$ cat src/rtl/rid_defs.vh
// Constants for the 14-bit instruction decoder and executor
`ifndef RID_DEFS_VH
`define RID_DEFS_VH
// Quarter-cycle phases per instruction cycle
`define RID_PHASES 3'h4
`define RID_PHASE_LAST 2'h3
// Opcode class, bits 13:12
`define RID_CLS_BYTE 2'h0
`define RID_CLS_BIT 2'h1
`define RID_CLS_JMP 2'h2
`define RID_CLS_LIT 2'h3
// Byte-oriented nibbles, bits 11:8
`define RID_B_MOVWF 4'h0
`define RID_B_CLR 4'h1
`define RID_B_SUB 4'h2
`define RID_B_DEC 4'h3
`define RID_B_OR 4'h4
`define RID_B_AND 4'h5
`define RID_B_XOR 4'h6
`define RID_B_ADD 4'h7
`define RID_B_MOV 4'h8
`define RID_B_COM 4'h9
`define RID_B_INC 4'hA
`define RID_B_DECSKP 4'hB
`define RID_B_RRC 4'hC
`define RID_B_RLC 4'hD
`define RID_B_SWAP 4'hE
`define RID_B_INCSKP 4'hF
// Control words with nibble 0 and d clear
`define RID_W_RETURN 8'h08
`define RID_W_IRQ_EXIT 8'h09
`define RID_W_STANDBY 8'h63
`define RID_W_WDT_KICK 8'h64
`define RID_W_CLRACC 8'h03
// Bit-oriented sub-codes, bits 11:10
`define RID_T_CLR 2'h0
`define RID_T_SET 2'h1
`define RID_T_SKZ 2'h2
`define RID_T_SKO 2'h3
// Literal nibbles, bits 11:8
`define RID_L_OR 4'h8
`define RID_L_AND 4'h9
`define RID_L_XOR 4'hA
// File addresses of interest
`define RID_F_TIMER 7'h01
`define RID_F_STATUS 7'h03
`define RID_F_PORT_LO 7'h05
`define RID_F_PORT_HI 7'h09
// Status bit positions
`define RID_S_C 0
`define RID_S_DC 1
`define RID_S_Z 2
`define RID_S_PD 3
`define RID_S_TO 4
// Reset values
`define RID_ACC_RST 8'h00
`define RID_STATUS_RST 8'h18
`endif

$ cat src/rtl/rid_phase_gen.v
// Four-phase sequencer giving one enable pulse per instruction cycle
`timescale 1ns/1ps
`include "rid_defs.vh"
module rid_phase_gen (
  input wire sys_clk_in,
  input wire rst_n_in,
  output wire cycle_en_out,
  output wire [1:0] phase_out
);
  reg [1:0] phase_q;
  // ==========================================
  // Phase counter
  // Wraps every four clocks so one instruction cycle is four periods
  always @(posedge sys_clk_in or negedge rst_n_in) begin
    if (!rst_n_in) begin
      phase_q <= 2'h0;
    end else begin
      phase_q <= phase_q + 2'h1;
    end
  end
  assign cycle_en_out = (phase_q == `RID_PHASE_LAST);
  assign phase_out = phase_q;
endmodule // rid_phase_gen

$ cat src/rtl/rid_core.v
// Instruction decoder and executor for a 14-bit-word accumulator core
`timescale 1ns/1ps
`include "rid_defs.vh"
module rid_core (
  input wire sys_clk_in,
  input wire rst_n_in,
  input wire [13:0] instr_word_in,
  input wire [7:0] file_rdata_in,
  input wire [7:0] port_pins_in,
  input wire [12:0] stack_top_in,
  input wire prescaler_on_timer_in,
  output reg [12:0] pc_out,
  output reg fetch_out,
  output reg [6:0] file_addr_out,
  output reg [7:0] file_wdata_out,
  output reg file_we_out,
  output reg [7:0] acc_out,
  output reg [7:0] status_out,
  output reg stack_push_out,
  output reg stack_pop_out,
  output reg [12:0] stack_push_addr_out,
  output reg global_irq_enable_out,
  output reg standby_out,
  output reg watchdog_clear_out,
  output reg prescaler_clear_out,
  output wire [1:0] phase_out
);
  // ==========================================
  // Cycle sequencing
  wire cycle_en;
  wire [1:0] phase;
  rid_phase_gen u_phase (
    .sys_clk_in(sys_clk_in),
    .rst_n_in(rst_n_in),
    .cycle_en_out(cycle_en),
    .phase_out(phase)
  );
  assign phase_out = phase;

  // ==========================================
  // Pin synchroniser for port reads
  reg [7:0] pins_meta_q;
  reg [7:0] pins_q;
  // Two stages since pins are asynchronous to the core clock
  always @(posedge sys_clk_in or negedge rst_n_in) begin
    if (!rst_n_in) begin
      pins_meta_q <= 8'h00;
      pins_q <= 8'h00;
    end else begin
      pins_meta_q <= port_pins_in;
      pins_q <= pins_meta_q;
    end
  end

  // ==========================================
  // Instruction field decode
  wire [1:0] cls = instr_word_in[13:12];
  wire [3:0] nib = instr_word_in[11:8];
  wire dest_file = instr_word_in[7];
  wire [6:0] faddr = instr_word_in[6:0];
  wire [2:0] bsel = instr_word_in[9:7];
  wire [1:0] bop = instr_word_in[11:10];
  wire [7:0] lit = instr_word_in[7:0];
  reg flush_q;
  reg flush_br_q;
  wire is_port = (faddr >= `RID_F_PORT_LO) && (faddr <= `RID_F_PORT_HI);
  wire [7:0] fval = is_port ? pins_q : file_rdata_in;
  wire [7:0] bmask = 8'h01 << bsel;

  // Combinational address so the file answers within the cycle
  always @* begin
    file_addr_out = faddr;
  end

  // ==========================================
  // Execute datapath
  reg [7:0] res;
  reg [7:0] acc_d;
  reg [7:0] st_d;
  reg wr_file;
  reg wr_acc;
  reg skip;
  reg branch;
  reg [12:0] target;
  reg push;
  reg pop;
  reg irq_on;
  reg sleep_go;
  reg kick;
  reg [8:0] sum9;
  reg [4:0] sum5;
  always @* begin
    res = 8'h00;
    acc_d = acc_out;
    st_d = status_out;
    wr_file = 1'b0;
    wr_acc = 1'b0;
    skip = 1'b0;
    branch = 1'b0;
    target = pc_out + 13'h0001;
    push = 1'b0;
    pop = 1'b0;
    irq_on = 1'b0;
    sleep_go = 1'b0;
    kick = 1'b0;
    sum9 = 9'h000;
    sum5 = 5'h00;
    case (cls)
      `RID_CLS_BYTE: begin
        if (nib == 4'h0 && !dest_file) begin
          if (lit == `RID_W_RETURN) begin
            pop = 1'b1;
            branch = 1'b1;
            target = stack_top_in;
          end else if (lit == `RID_W_IRQ_EXIT) begin
            pop = 1'b1;
            branch = 1'b1;
            irq_on = 1'b1;
            target = stack_top_in;
          end else if (lit == `RID_W_STANDBY) begin
            sleep_go = 1'b1;
            kick = 1'b1;
            st_d[`RID_S_TO] = 1'b1;
            st_d[`RID_S_PD] = 1'b0;
          end else if (lit == `RID_W_WDT_KICK) begin
            kick = 1'b1;
            st_d[`RID_S_TO] = 1'b1;
            st_d[`RID_S_PD] = 1'b1;
          end
        end else begin
          case (nib)
            `RID_B_MOVWF: res = acc_out;
            `RID_B_CLR: res = 8'h00;
            `RID_B_SUB: begin
              sum9 = {1'b0, fval} + {1'b0, ~acc_out} + 9'h001;
              sum5 = {1'b0, fval[3:0]} + {1'b0, ~acc_out[3:0]} + 5'h01;
              res = sum9[7:0];
            end
            `RID_B_ADD: begin
              sum9 = {1'b0, fval} + {1'b0, acc_out};
              sum5 = {1'b0, fval[3:0]} + {1'b0, acc_out[3:0]};
              res = sum9[7:0];
            end
            `RID_B_DEC, `RID_B_DECSKP: res = fval - 8'h01;
            `RID_B_INC, `RID_B_INCSKP: res = fval + 8'h01;
            `RID_B_OR: res = acc_out | fval;
            `RID_B_AND: res = acc_out & fval;
            `RID_B_XOR: res = acc_out ^ fval;
            `RID_B_MOV: res = fval;
            `RID_B_COM: res = ~fval;
            `RID_B_RRC: res = {status_out[`RID_S_C], fval[7:1]};
            `RID_B_RLC: res = {fval[6:0], status_out[`RID_S_C]};
            default: res = {fval[3:0], fval[7:4]};
          endcase
          if (nib == `RID_B_MOVWF || (nib == `RID_B_CLR && dest_file)) begin
            wr_file = 1'b1;
          end else begin
            wr_file = dest_file;
            wr_acc = !dest_file;
          end
          // Zero flag for the arithmetic and logic group
          if (nib == `RID_B_CLR || nib == `RID_B_SUB || nib == `RID_B_DEC ||
              nib == `RID_B_OR || nib == `RID_B_AND || nib == `RID_B_XOR ||
              nib == `RID_B_ADD || nib == `RID_B_MOV || nib == `RID_B_COM ||
              nib == `RID_B_INC) begin
            st_d[`RID_S_Z] = (res == 8'h00);
          end
          if (nib == `RID_B_SUB || nib == `RID_B_ADD) begin
            st_d[`RID_S_C] = sum9[8];
            st_d[`RID_S_DC] = sum5[4];
          end
          if (nib == `RID_B_RRC) begin
            st_d[`RID_S_C] = fval[0];
          end
          if (nib == `RID_B_RLC) begin
            st_d[`RID_S_C] = fval[7];
          end
          if (nib == `RID_B_DECSKP && res == 8'h00) begin
            skip = 1'b1;
          end
          if (nib == `RID_B_INCSKP && res == 8'h00) begin
            skip = 1'b1;
          end
        end
      end
      `RID_CLS_BIT: begin
        case (bop)
          `RID_T_CLR: begin
            res = fval & ~bmask;
            wr_file = 1'b1;
          end
          `RID_T_SET: begin
            res = fval | bmask;
            wr_file = 1'b1;
          end
          `RID_T_SKZ: skip = ((fval & bmask) == 8'h00);
          default: skip = ((fval & bmask) != 8'h00);
        endcase
      end
      `RID_CLS_JMP: begin
        branch = 1'b1;
        target = {pc_out[12:11], instr_word_in[10:0]};
        push = !instr_word_in[11];
      end
      default: begin
        if (nib[3:2] == 2'h0) begin
          acc_d = lit;
        end else if (nib[3:2] == 2'h1) begin
          acc_d = lit;
          pop = 1'b1;
          branch = 1'b1;
          target = stack_top_in;
        end else if (nib[3:1] == 3'h6 || nib[3:1] == 3'h7) begin
          if (nib[1]) begin
            sum9 = {1'b0, lit} + {1'b0, acc_out};
            sum5 = {1'b0, lit[3:0]} + {1'b0, acc_out[3:0]};
          end else begin
            sum9 = {1'b0, lit} + {1'b0, ~acc_out} + 9'h001;
            sum5 = {1'b0, lit[3:0]} + {1'b0, ~acc_out[3:0]} + 5'h01;
          end
          acc_d = sum9[7:0];
          st_d[`RID_S_C] = sum9[8];
          st_d[`RID_S_DC] = sum5[4];
          st_d[`RID_S_Z] = (sum9[7:0] == 8'h00);
        end else if (nib == `RID_L_OR || nib == `RID_L_AND || nib == `RID_L_XOR) begin
          if (nib == `RID_L_OR) begin
            acc_d = acc_out | lit;
          end else if (nib == `RID_L_AND) begin
            acc_d = acc_out & lit;
          end else begin
            acc_d = acc_out ^ lit;
          end
          st_d[`RID_S_Z] = (acc_d == 8'h00);
        end
      end
    endcase
    if (wr_acc) begin
      acc_d = res;
    end
  end

  // ==========================================
  // Commit at the end of each instruction cycle
  // A flushed cycle is the no-op second half of a skip or branch
  always @(posedge sys_clk_in or negedge rst_n_in) begin
    if (!rst_n_in) begin
      pc_out <= 13'h0000;
      acc_out <= `RID_ACC_RST;
      status_out <= `RID_STATUS_RST;
      flush_q <= 1'b0;
      flush_br_q <= 1'b0;
      file_wdata_out <= 8'h00;
      file_we_out <= 1'b0;
      stack_push_out <= 1'b0;
      stack_pop_out <= 1'b0;
      stack_push_addr_out <= 13'h0000;
      global_irq_enable_out <= 1'b0;
      standby_out <= 1'b0;
      watchdog_clear_out <= 1'b0;
      prescaler_clear_out <= 1'b0;
      fetch_out <= 1'b0;
    end else begin
      file_we_out <= 1'b0;
      stack_push_out <= 1'b0;
      stack_pop_out <= 1'b0;
      watchdog_clear_out <= 1'b0;
      prescaler_clear_out <= 1'b0;
      fetch_out <= cycle_en && !standby_out; // Standby freezes fetches too
      if (cycle_en && !standby_out) begin
        if (flush_q) begin
          flush_q <= 1'b0;
          // A branch already points at its target, so only a skip moves on
          if (!flush_br_q) begin
            pc_out <= pc_out + 13'h0001;
          end
        end else begin
          acc_out <= acc_d;
          // Writes to status win over flag updates, except TO and PD, which keep the flag logic's value
          if (wr_file && faddr == `RID_F_STATUS) begin
            status_out <= (res & 8'hE7) | (st_d & 8'h18);
          end else begin
            status_out <= st_d;
          end
          file_wdata_out <= res;
          file_we_out <= wr_file;
          prescaler_clear_out <= wr_file && (faddr == `RID_F_TIMER) && prescaler_on_timer_in;
          stack_push_out <= push;
          stack_pop_out <= pop;
          stack_push_addr_out <= pc_out + 13'h0001;
          if (irq_on) begin
            global_irq_enable_out <= 1'b1;
          end
          watchdog_clear_out <= kick;
          standby_out <= sleep_go;
          flush_q <= skip || branch;
          flush_br_q <= branch;
          pc_out <= skip ? pc_out + 13'h0001 : target;
        end
      end
    end
  end
endmodule // rid_core

$ cat config.mk
export PLATFORM = sky130hd
export DESIGN_NAME = rid_core
export DESIGN_NICKNAME = d
export VERILOG_FILES = /design/src/rtl/rid_phase_gen.v /design/src/rtl/rid_core.v
export VERILOG_INCLUDE_DIRS = /design/src /design/src/rtl
export SDC_FILE = /design/constraint.sdc
export NUM_CORES = 1
export LEC_CHECK = 0
export BUFFER_PORTS_ARGS = -buffer_cell sky130_fd_sc_hd__clkbuf_2
export CORE_MARGIN = 3
export CORE_UTILIZATION = 35
export DETAILED_ROUTE_END_ITERATION = 16
export HOLD_SLACK_MARGIN = 0.12
export PLACE_DENSITY = 0.62
export SLEW_MARGIN = 20
export SYNTH_ARGS = -nofsm -noshare
export SYNTH_HDL_FRONTEND = slang
export SYNTH_SLANG_ARGS = --single-unit
$ cat constraint.sdc
create_clock -name sys_clk_in -period 6.3 [get_ports sys_clk_in]
set_input_delay 1.26 -clock sys_clk_in [delete_from_list [all_inputs] [get_ports sys_clk_in]]
set_output_delay 1.26 -clock sys_clk_in [all_outputs]
set_load 0.03 [all_outputs]
Yosys cells after proc, flatten, opt, wreduce, memory -nomap -nowiden. Cells that the tools add are included.

Flip-flop bits (word level): 78. Bits in latches: 0. RAM bits: 0. Memory bits (read-only): 0. Output and inout port bits: 67. Memories: 0.

$add $sub $neg: 16. Multipliers: 0. Divide/modulo/power cells: 0. Order comparisons: 2. Equality and inequality tests: 37. Shift operators: 1. Multiplexer cells: 100. Bitwise logic cells: 15. Reduce and logical (&&, ||, !) cells: 52.

Operator list (count): $mux W8 (17); $mux W13 (8); $pmux W8 S13 (1); $mux W1 (45); $mux W9 (5); $pmux W13 S3 (1); $add A8 B8 Y9 (4); $and A8 B8 Y8 (4); $logic_not A8 Y1 (4); $pmux W8 S2 (2); $eq A4 B4 Y1 const B (7); $not A8 Y8 (3); $or A8 B8 Y8 (3); $reduce_and A8 Y1 (3); $add A4 B4 Y5 (4); $add A9 B1 Y9 const B (2); $pmux W9 S2 (1); $eq A4 B3 Y1 const B (4); $eq A8 B4 Y1 const B (2); $eq A8 B7 Y1 const B (2); $mux W2 (8); $xor A8 B8 Y8 (2); $logic_or A1 B1 Y1 (15); $add A13 B1 Y13 const B (1); 41 further kinds (75).

Depth between registers and ports, before layout. Gate-level depths: netlist of run 1.

Depth in word-level cells: 16. Mapped depth: 23.

Hierarchy. Synthesis of run 1 repeated with hierarchy kept, for this count alone.

Cell total of the unflattened synthesis: 1008. Area total of the unflattened synthesis: 7781.2 um^2.

By module, submodules not included: rid_core (times used 1, cells an instance 1004, area an instance 7714.9 um^2, sequential area each 1904.3 um^2); rid_phase_gen (times used 1, cells an instance 4, area an instance 66.3 um^2, sequential area each 50.0 um^2).

Worst setup path after synthesis of run 1. OpenSTA, ideal clock, no wires.

Path type: in2reg. Start point: in instr_word_in[4]. End point: reg pc_out[7]. Data arrival time: 5.184 ns. Setup slack: 0.975 ns. Cell stages on the path: 18. Path buffers: 2. Path through: or3_1 -> buf_2 -> nor2_4 -> mux2i_2 -> inv_1 -> ha_1 -> a21o_1 -> a21o_1 -> o21bai_1 -> o311a_1 -> nor4_1 -> nand4_1 -> a221oi_2 -> nand4_4 -> nand2_4 -> buf_6 -> mux2i_1 -> a2bb2oi_1.

Word-level cells in the longest chain between the ends: 16.

Ends and longest elaborated chain: start, declared (line rid_core.v:7) `input wire [13:0] instr_word_in,`; $ge A7 B3 Y1 (no source line) / $le A7 B4 Y1 (equally long branches); $logic_and A1 B1 Y1 (line rid_core.v:66) `` wire is_port = (faddr >= `RID_F_PORT_LO) && (faddr <= `RID_F_PORT_HI); ``; $mux W8 (line rid_core.v:67) `wire [7:0] fval = is_port ? pins_q : file_rdata_in;`; $add A8 B8 Y9 (line rid_core.v:135) `sum9 = {1'b0, fval} + {1'b0, ~acc_out} + 9'h001;`; $add A9 B1 Y9 (line rid_core.v:135); $pmux W8 S13 (line rid_core.v:131) `case (nib)`; $mux W8 (line rid_core.v:110) `if (nib == 4'h0 && !dest_file) begin`; $mux W8 (line rid_core.v:108) `case (cls)`; $logic_not A8 Y1 (line rid_core.v:178, rid_core.v:181); $logic_and A1 B1 Y1 (line rid_core.v:178) `` if (nib == `RID_B_DECSKP && res == 8'h00) begin ``; $mux W1 (line rid_core.v:178); $mux W1 (line rid_core.v:181) `` if (nib == `RID_B_INCSKP && res == 8'h00) begin ``; $mux W1 (line rid_core.v:110); $pmux W1 S2 (line rid_core.v:108); $mux W13 (*) (line rid_core.v:297) `pc_out <= skip ? pc_out + 13'h0001 : target;`; $mux W13 (*) (line rid_core.v:270) `if (flush_q) begin`; end signal, assigned (line rid_core.v:274) `pc_out <= pc_out + 13'h0001;`; end signal, assigned (line rid_core.v:297); end, declared (line rid_core.v:12) `output reg [12:0] pc_out,`.

Mark *: on every way between the ends. The rest lies on a longest branch, timed or not. The select of a mux whose other input is x is not followed. A chain may end at the register's enable or synchronous reset.

Worst setup path after layout of run 1.
Start point: in instr_word_in[0]. End point: reg pc_out[10].

Same word-level chain as after synthesis.

==> metrics, run 1 <==
final hold violations 0; Period minus WS final 5.863 ns; CP Data Arrival Time 6.11 ns; number of max-cap violations 0; fin crit share 93.06%; Gate Count Post-Synth 1,031; PortBufs 112; layout cells sized above 1 17.44%; pin count of the biggest net entering global routing 63; initial antenna violation count 0; mapped cell area 8013 sq um; GRT Overall Usage around a quarter; Worst-Skew Late Latency 0.36 ns; Synth warnings 0; Reg2Reg Depth 16; CTS sink cnt 78; drt pass-1 iters 6; syn nets 1,141; Slew @ Worst Pin 0.9901 ns; FILL cells 2,286; CTS root buf clkbuf_16; CTS clk-pin slew, worst paths ~0.070 ns; GP Congestion 0.9970; final antenna diode count 0; setup bufs post-CTS 0; Post-synth top flop dfrtp_1; critical path class in2reg; GR Util met3 5.114%; count of nets after finishing roughly 1,200; RR Endpoint pc_out[10]; cell taking the most area after synthesis dfrtp_1; CTS Buffer Depth 2; startpoint types input port; Static Leak just over 4 nW; unrepaired setup endpoints after global routing no; ys async rst share 100.0%; most frequent cell after synthesis nand2_1; PD cells roughly 310 nW/um^2; # rows 54; area share of the leading cell type in the synthesized netlist 23.74%; post-synthesis register bit count 78; synth top area cells dfrtp_1 24%, ha_1 9.2%, o21ai_0 5.9%; core area 22,160 sq um; HPWL after DPL 23,520 microns; fmax 0.1706 GHz; Crit. End Element register; number of synthesized flops with an enable pin 0; most frequent CP cell a21o_1; Multi-input gate area roughly 5600 sq um; post-CTS sizing 0; Rel. slew slack 33.49%; outcome completed; met1 usage in global routing 36.37%; first-pass GRT wire length ~48,000 microns; Final Skew 0.01132 ns; Post-synth top cells 118 x nand2_1, 95 x o21ai_0, 94 x nor2_1; number of global-route vias before repair 7,909; Worst Hold Class reg2reg; antenna viol nets, final 0; Worst Path Required 6.55 ns; Remaining DRCs 0; Vias 8,541; Die Footprint 24,740 sq um; crit path max-delay cell type a221oi_2; post-synthesis sequential area ratio 24.39%; R2R setup slack roughly 1.6 ns; setup total negative slack 0 ns; crit-path max cell delay 0.43 ns; initial core utilization 36.16%; synthesized area per cell 7.772 sq um; CP max FO 19; R2R Path Start pins_q[2]; die height ~160 microns; DR iter-0 viols about 1,100; Worst Hold Launch pins_meta_q[0]; Worst VDD drop 0.1243 mV; Final setup viols 0; CTS tree built; TritonCTS buffer count 9; Design Power 2.820 mW; hold depth 0; Pins Over Slew Limit 0; IO Pins 113; Area Growth Syn to Fin 13.98%; Hold Path Sink pins_q[0]; worst path cell trace clkbuf_2 > o21ba_4 > a21o_4 > and2_1 > nor2_2 > inv_1 > ha_1 > a21o_1 > a21o_1 > o21bai_1 > o311a_1 > nor4_1 > nand4_1 > a221oi_2 > nand4_4 > nand2_4 > a2111oi_0 > a221o_1; met2 Use GR 36.84%; drt wl/cell between 20 and 25 microns; GR peak layer met2; wirelength, routed approximately 32,000 microns; DR vias/cell a little over 6; hold_buf cts 0; H-Tree Depth 3; GR Overflow Total 0; Register Area 1954 sq um; unique cell type count in the Yosys netlist 91; Die Wd ~160 microns
## metal layers
metal | wire [microns] | share of wire, %
met1 | 13820 | 44
met2 | 13570 | 43
met4 | 1169 | 3.7
met5 | 0 | 0
met3 | 3073 | 9.7
## through the flow
stage	cell area [sq um]	hold WS [ns]	cells	util (%)	worst slack (ns)
2_1_floorplan	8013	0.3312	1031	-	0.9747
3_3_place_gp	8817	0.3326	1382	39.79	0.2143
3_5_place_dp	8817	0.3372	1382	39.79	0.1926
4_1_cts	9123	0.3522	1398	41.16	0.5616
5_1_grt	9133	0.3523	1398	41.21	0.1034
6_report	9133	0.3510	1398	41.21	0.4375
## registers in the layout (all words and copies together) (netlist names), 2 cells and up, named ones only
register / count
acc_out: 8
file_wdata_out: 8
pc_out: 13
pins_meta_q: 8
pins_q: 8
stack_push_addr_out: 13
status_out: 6
u_phase.phase_out: 2
## worst max-delay path, delay by kind of cell
kind,cells,cell delay (ns)
AO/OA/AOI/OAI,9,2.36
AND/OR/NAND/NOR,6,1.74
buffers and inverters,2,0.45
adder cells (fa/ha/maj),1,0.29
## cell usage in the layout (no fill, tap or decap), types with 7 or more instances in the layout
cell	netlist	routed
o21ai_0	95	95
nor3_1	17	17
clkbuf_2	0	111
nor2_1	94	93
o22ai_1	12	12
a22oi_1	16	16
a221oi_1	7	7
o21bai_1	10	10
nand2_1	118	118
mux2i_1	25	25
inv_1	50	50
a31oi_1	13	13
buf_4	8	28
a21oi_1	85	84
a211oi_1	15	15
clkbuf_16	0	9
and3_1	15	15
nand3_1	15	15
nand2b_1	14	14
and2_1	11	11
o211ai_1	12	12
nor2b_1	12	12
or3_1	10	10
dfrtp_1	76	76
xnor2_1	19	19
a21o_1	12	12
xor2_1	10	10
ha_1	59	59
nor4_1	13	13
## final cells by class
| class | count | share of cell area [%] |
|---|---|---|
| repair buffers | 139 | 8.385 |
| clock inverters | 7 | 0.8768 |
| multi-input cells | 833 | 60.90 |
| inverters | 52 | 2.137 |
| clock buffers | 9 | 2.466 |
| well taps | 280 | 3.836 |
| flip-flops and latches | 78 | 21.40 |
## kinds of logic (layout without fill, tap and decap cells)
logic type                 count (synthesis)  after routing  synth area share [%]
AOI/OAI and AO/OA                        361            361                 30.26
and+or+nand+nor                          347            347                 20.94
buffers and inverters                    120            207                 6.402
DFF                                       78             78                 24.39
adders and majority gates                 64             64                 10.46
muxes                                     32             32                 4.372
xor gates and xnor gates                  29             29                 3.170
## power breakdown
group,leakage (nW),total [mW],switching (mW),internal (mW)
Clock,0.148,0.573,0.259,0.314
Sequential,0.963,0.761,0.156,0.605
Combinational,2.95,1.49,0.971,0.515
## worst max path at each step
| stage | start | end | slack, ns | cells past startpoint |
|---|---|---|---|---|
| after floorplan | instr_word_in[4] | pc_out[7] | 0.97 | 18 |
| after global placement | instr_word_in[0] | pc_out[9] | 0.21 | 18 |
| after detailed placement | instr_word_in[0] | pc_out[9] | 0.19 | 18 |
| after CTS | instr_word_in[0] | pc_out[9] | 0.56 | 18 |
| after global routing | instr_word_in[0] | pc_out[3] | 0.10 | 21 |
| final | instr_word_in[0] | pc_out[10] | 0.44 | 18 |
Note: power is estimated with default switching activity, not from simulation.
==> inputs of run 2 (changes only) <==
--- a/config.mk
+++ b/config.mk
@@ -12,6 +12,7 @@
 export DETAILED_ROUTE_END_ITERATION = 16
 export HOLD_SLACK_MARGIN = 0.12
 export PLACE_DENSITY = 0.62
+export RECOVER_POWER = 25
 export SLEW_MARGIN = 20
 export SYNTH_ARGS = -nofsm -noshare
 export SYNTH_HDL_FRONTEND = slang
==> metrics, run 2 (synthesis results as in run 1) <==
PD cells 309.1 nW/um^2 (about the same); Die Footprint 24,740 sq um (unchanged); crit path max-delay cell type nor2_2; Rel. slew slack -135.9% (-170 points); commonest cells after routing, fill and taps aside 118 x nand2_1, 111 x clkbuf_2, 95 x o21ai_0; Remaining DRCs 0 (unchanged); fmax 0.1709 GHz (+0.21%); failing checks max-capacitance violations, max-slew violations; GRT Overall Usage 25.16% (unchanged); unrepaired setup endpoints after global routing no; CP Data Arrival Time 6.10 ns (about the same); outcome complete, but fails checks; HPWL after DPL 23,520 microns (unchanged); setup total negative slack 0 ns (unchanged); GR Overflow Total 0 (unchanged); initial core utilization 36.16% (unchanged); most common cell after layout, fill and taps aside nand2_1; Worst Hold Class reg2reg; utilization after layout 41.16% (-0.051 points); critical path class in2reg; final hold violations 0 (unchanged); number of max-cap violations 2 (+2); CTS Buffer Depth 2 (unchanged); Largest regs pc_out x13, stack_push_addr_out x13; wirelength, routed 31,590 microns (-0.13%); Final setup viols 0 (unchanged); TritonCTS buffer count 9 (unchanged); final antenna diode count 0 (unchanged); crit-path max cell delay 0.40 ns (-0.03 ns); drt pass-1 iters 6 (unchanged); hold_buf cts 0 (unchanged); Vias 8,596 (+0.64%); die height 157.3 microns (unchanged); internal power 1.433 mW (about the same); met3 wire len 3103 microns (+0.98%); drt wl/cell 22.60 microns (-0.13%); Flop pwr share 27.1% (about the same); Pins Over Slew Limit 111 (+111); CP max FO 19 (unchanged); Net Sw Power 1.386 mW (about the same); Design Power 2.819 mW (about the same); Crit. End Element register; sw frac 49.16% (about the same); Worst VDD drop 0.1238 mV (-0.38%); antenna viol nets, final 0 (unchanged); worst path cell trace clkbuf_2 > o21ba_4 > a21o_4 > and2_1 > nor2_2 > inv_1 > ha_1 > o21bai_1 > a211o_1 > o211ai_1 > mux2i_1 > o21ai_0 > a311oi_1 > a31oi_1 > nor4_4 > nand4_4 > nand2_4 > a2111oi_0 > a221o_1; layout cells sized above 1 17.17% (-0.27 points); Post-DP Area 8817 sq um (unchanged); Worst-Skew Late Latency 0.36 ns (about the same); Slew @ Worst Pin 3.539 ns (+2.549 ns); CTS tree built; WL met1 13,760 microns (-0.42%); CTS clk-pin slew, worst paths 0.07 ns (about the same); startpoint types input port; Static Leak 4.053 nW (-0.25%); GP Congestion 0.9970 (unchanged); Worst Path Required 6.55 ns (about the same); Die Wd 157.3 microns (unchanged); Period minus WS final 5.850 ns (-0.01244 ns); DR vias/cell 6.149 (+0.64%); Logic pwr share 52.7% (about the same); Top Family by Delay on Critical Path compound AO/OA/AOI/OAI gates; setup bufs post-CTS 0 (unchanged); fin crit share 92.86% (-0.20 points); pin count of the biggest net entering global routing 63 (unchanged); initial antenna violation count 0 (unchanged); PortBufs 112 (unchanged); Clk pwr share 20.2% (about the same); Final Skew 0.01118 ns (-0.0001406 ns); core area 22,160 sq um (unchanged); IO Pins 113 (unchanged); number of global-route vias before repair 7,909 (unchanged); # rows 54 (unchanged); met2 wire length 13,410 microns (-1.2%); Area Growth Syn to Fin 13.84%; post-CTS sizing 0 (unchanged); CTS root buf clkbuf_16; buffers plus inverters on the worst setup path 2 (unchanged); first-pass GRT wire length 47,840 microns (unchanged); H-Tree Depth 3 (unchanged); DR iter-0 viols 1,113 (+0.090%); design area 9121 sq um (-0.12%); count of nets after finishing 1,223 (unchanged); highest metal used met4; CTS sink cnt 78 (unchanged); FILL cells 2,286 (unchanged)
run 2: changes by cell type in the layout (fill, tap and decap cells not counted):
cell	before	now
clkbuf_1	0	3
buf_4	28	25
run 2: final timing paths:
check / from / endpoint / slack, ns / depth (start not counted)
worst max register to register: pins_q[2] / pc_out[3] / 1.57 / 17
worst min-delay path: pins_meta_q[0] / pins_q[0] / 0.35 / 0
worst min register to register: pins_meta_q[0] / pins_q[0] / 0.35 / 0
max in group asynchronous: rst_n_in / file_wdata_out[3] / 1.44 / 2
worst max-delay path: instr_word_in[0] / pc_out[3] / 0.45 / 19
min in group asynchronous: rst_n_in / pins_meta_q[4] / 1.00 / 1
run 2: stage by stage:
step / hold WS (ns) / setup slack, ns / cells
after floorplan: 0.3312 / 0.9747 / 1031
after global placement: 0.3326 / 0.2143 / 1382
after detailed placement: 0.3372 / 0.1926 / 1382
after CTS: 0.3522 / 0.5616 / 1398
after global routing: 0.3523 / 0.1034 / 1398
final: 0.3510 / 0.4499 / 1398
run 2: final cells by class:
type,instances,area (sq um),area share [%]
Sequential cell,78,1954,21.43
Clock inverter,7,80.08,0.8779
Multi-Input combinational cell,833,5562,60.97
Inverter,52,195.2,2.140
Clock buffer,9,225.2,2.469
Tap cell,280,350.3,3.841
Timing Repair Buffer,139,754.5,8.272
run 2: power groups by stage:
stage	clock, mW	sequential, mW	combinational, mW
finish	0.571	0.763	1.49
global route	0.599	0.775	1.61
CTS	0.579	0.758	1.46
detailed placement	0	0.766	1.46
global placement	0	0.767	1.45
floorplan	0	0.907	0.843
run 2: per-layer routing:
metal / vias up / GRT usage, %
li1: 3931 / -
met1: 4050 / 36.37
met2: 531 / 36.84
met3: 84 / 5.114
met4: 0 / 9.669
met5: - / 0
==> inputs of run 3 (changes only) <==
--- a/config.mk
+++ b/config.mk
@@ -7,8 +7,10 @@
 export NUM_CORES = 1
 export LEC_CHECK = 0
 export BUFFER_PORTS_ARGS = -buffer_cell sky130_fd_sc_hd__clkbuf_2
+export CORE_ASPECT_RATIO = 0.9
 export CORE_MARGIN = 3
 export CORE_UTILIZATION = 35
+export CTS_CLUSTER_SIZE = 24
 export DETAILED_ROUTE_END_ITERATION = 16
 export HOLD_SLACK_MARGIN = 0.12
 export PLACE_DENSITY = 0.62
==> metrics, run 3 (synthesis results as in run 1) <==
commonest cells after routing, fill and taps aside 118 x nand2_1, 110 x clkbuf_2, 95 x o21ai_0; pin count of the biggest net entering global routing 61 (-3.2%); Pins Over Slew Limit 109 (-1.8%); setup bufs post-CTS 0 (unchanged); FILL cells 2,326 (+1.7%); Slew @ Worst Pin 3.391 ns (-0.1481 ns); Reg2Reg Depth 16 (-1); CTS clk-pin slew, worst paths 0.07 ns (about the same); final antenna diode count 0 (unchanged); Rel. slew slack -126.1% (+9.9 points); HPWL after DPL 23,270 microns (-1.1%); Worst Hold Class reg2reg; WHS 0.3499 ns (-0.001164 ns); count of nets after finishing 1,230 (+0.57%); Hold Path Sink pins_q[2]; core area 22,080 sq um (-0.37%); PortBufs 112 (unchanged); wirelength, routed 30,670 microns (-2.9%); startpoint types input port; Worst Path Required 6.54 ns (about the same); CTS tree built; unrepaired setup endpoints after global routing no; Largest regs pc_out x13, stack_push_addr_out x13; R2R setup slack 1.63 ns (+0.06 ns); setup total negative slack 0 ns (unchanged); hold depth 0 (unchanged); CP Data Arrival Time 6.09 ns (about the same); number of max-cap violations 2 (unchanged); TritonCTS buffer count 9 (unchanged); die height 149.5 microns (-4.9%); CP max FO 19 (unchanged); Worst VDD drop 0.1371 mV (+11%); CTS root buf clkbuf_16; Static Leak 4.076 nW (+0.55%); GR Overflow Total 0 (unchanged); first-pass GRT wire length 47,490 microns (-0.74%); R2R Path Start pins_q[2]; CTS Buffer Depth 2 (unchanged); drt pass-1 iters 7 (+1); Worst Hold Launch pins_meta_q[2]; CTS sink cnt 78 (unchanged); RR Endpoint pc_out[9]; failing checks max-capacitance violations, max-slew violations; post-CTS sizing 0 (unchanged); Worst-Skew Late Latency 0.36 ns (about the same); fmax 0.1710 GHz (about the same); # rows 51 (-5.6%); GP Congestion 1.037 (+4.1%); Crit. End Element register; initial core utilization 36.29% (+0.14 points); fin crit share 92.83% (about the same); critical path class in2reg; DR vias/cell 5.966 (-3.0%); initial antenna violation count 0 (unchanged); final hold violations 0 (unchanged); layout cells sized above 1 17.33% (+0.16 points); Final Skew 0.008657 ns (-0.002526 ns); DR iter-0 viols 1,069 (-4.0%); antenna viol nets, final 0 (unchanged); Period minus WS final 5.848 ns (-0.001687 ns); Die Wd 165.5 microns (+5.2%); hold_buf cts 0 (unchanged); GRT Overall Usage 24.77% (-0.39 points); H-Tree Depth 3 (unchanged); drt wl/cell 21.66 microns (-4.1%); Die Footprint 24,750 sq um (about the same); Area Growth Syn to Fin 14.30%; Final setup viols 0 (unchanged); PD cells 303.1 nW/um^2 (-1.9%); number of global-route vias before repair 7,890 (-0.24%); Vias 8,448 (-1.7%); utilization after layout 41.48% (+0.32 points); IO Pins 113 (unchanged); outcome complete, but fails checks; Remaining DRCs 0 (unchanged); most common cell after layout, fill and taps aside nand2_1
[run 3: cell type report]
| cell class | count | area [sq um] | share of cell area [%] |
|---|---|---|---|
| clock buffer | 9 | 225.2 | 2.459 |
| clock inverter | 7 | 62.56 | 0.6831 |
| inverter | 52 | 195.2 | 2.131 |
| multi-input combinational | 833 | 5552 | 60.61 |
| sequential | 78 | 1954 | 21.34 |
| tap | 291 | 364.1 | 3.975 |
| timing repair buffer | 146 | 805.8 | 8.798 |
[run 3: critical path: stages]
cell       delay (ns)
clkbuf_2         0.14
nor3_2           0.69
a21boi_2         0.25
nor2_2           0.37
inv_1            0.24
ha_1             0.27
a21o_1           0.20
a21o_1           0.22
o21bai_1         0.19
o311a_1          0.35
nor4_1           0.38
nand4_1          0.26
a221oi_2         0.42
nand4_4          0.16
nand2_4          0.27
a2111oi_0        0.11
a221o_1          0.30
[run 3: how the worst max path moves through the flow]
stage,start,endpoint,slack [ns],cells after the start
after global placement,instr_word_in[4],pc_out[4],0.39,17
after global routing,instr_word_in[4],pc_out[4],0.32,17
after detailed placement,instr_word_in[4],pc_out[9],0.24,17
after CTS,instr_word_in[4],pc_out[9],0.59,17
final,instr_word_in[4],pc_out[9],0.45,17
after floorplan,instr_word_in[4],pc_out[7],0.97,18
[run 3: per-layer routing]
metal	wire, microns	vias up	track usage (%)
li1	-	3945	-
met1	13850	3965	37.01
met2	12880	463	35.37
met3	2905	75	4.816
met4	1029	0	8.399
met5	0	-	0
[run 3: through the flow]
stage / instances / power [mW] / instance area, sq um / setup WS (ns)
floorplan: 1031 / 1.750 / 8013 / 0.9747
global placement: 1399 / 2.219 / 8876 / 0.3916
detailed placement: 1399 / 2.222 / 8876 / 0.2406
CTS: 1415 / 2.759 / 9164 / 0.5937
global route: 1416 / 2.958 / 9159 / 0.3157
finish: 1416 / 2.776 / 9159 / 0.4516
[run 3: report_power, final]
| group | internal [mW] | total [mW] | switching, mW |
|---|---|---|---|
| logic | 0.519 | 1.49 | 0.971 |
| clock network | 0.277 | 0.530 | 0.253 |
| registers | 0.606 | 0.757 | 0.151 |
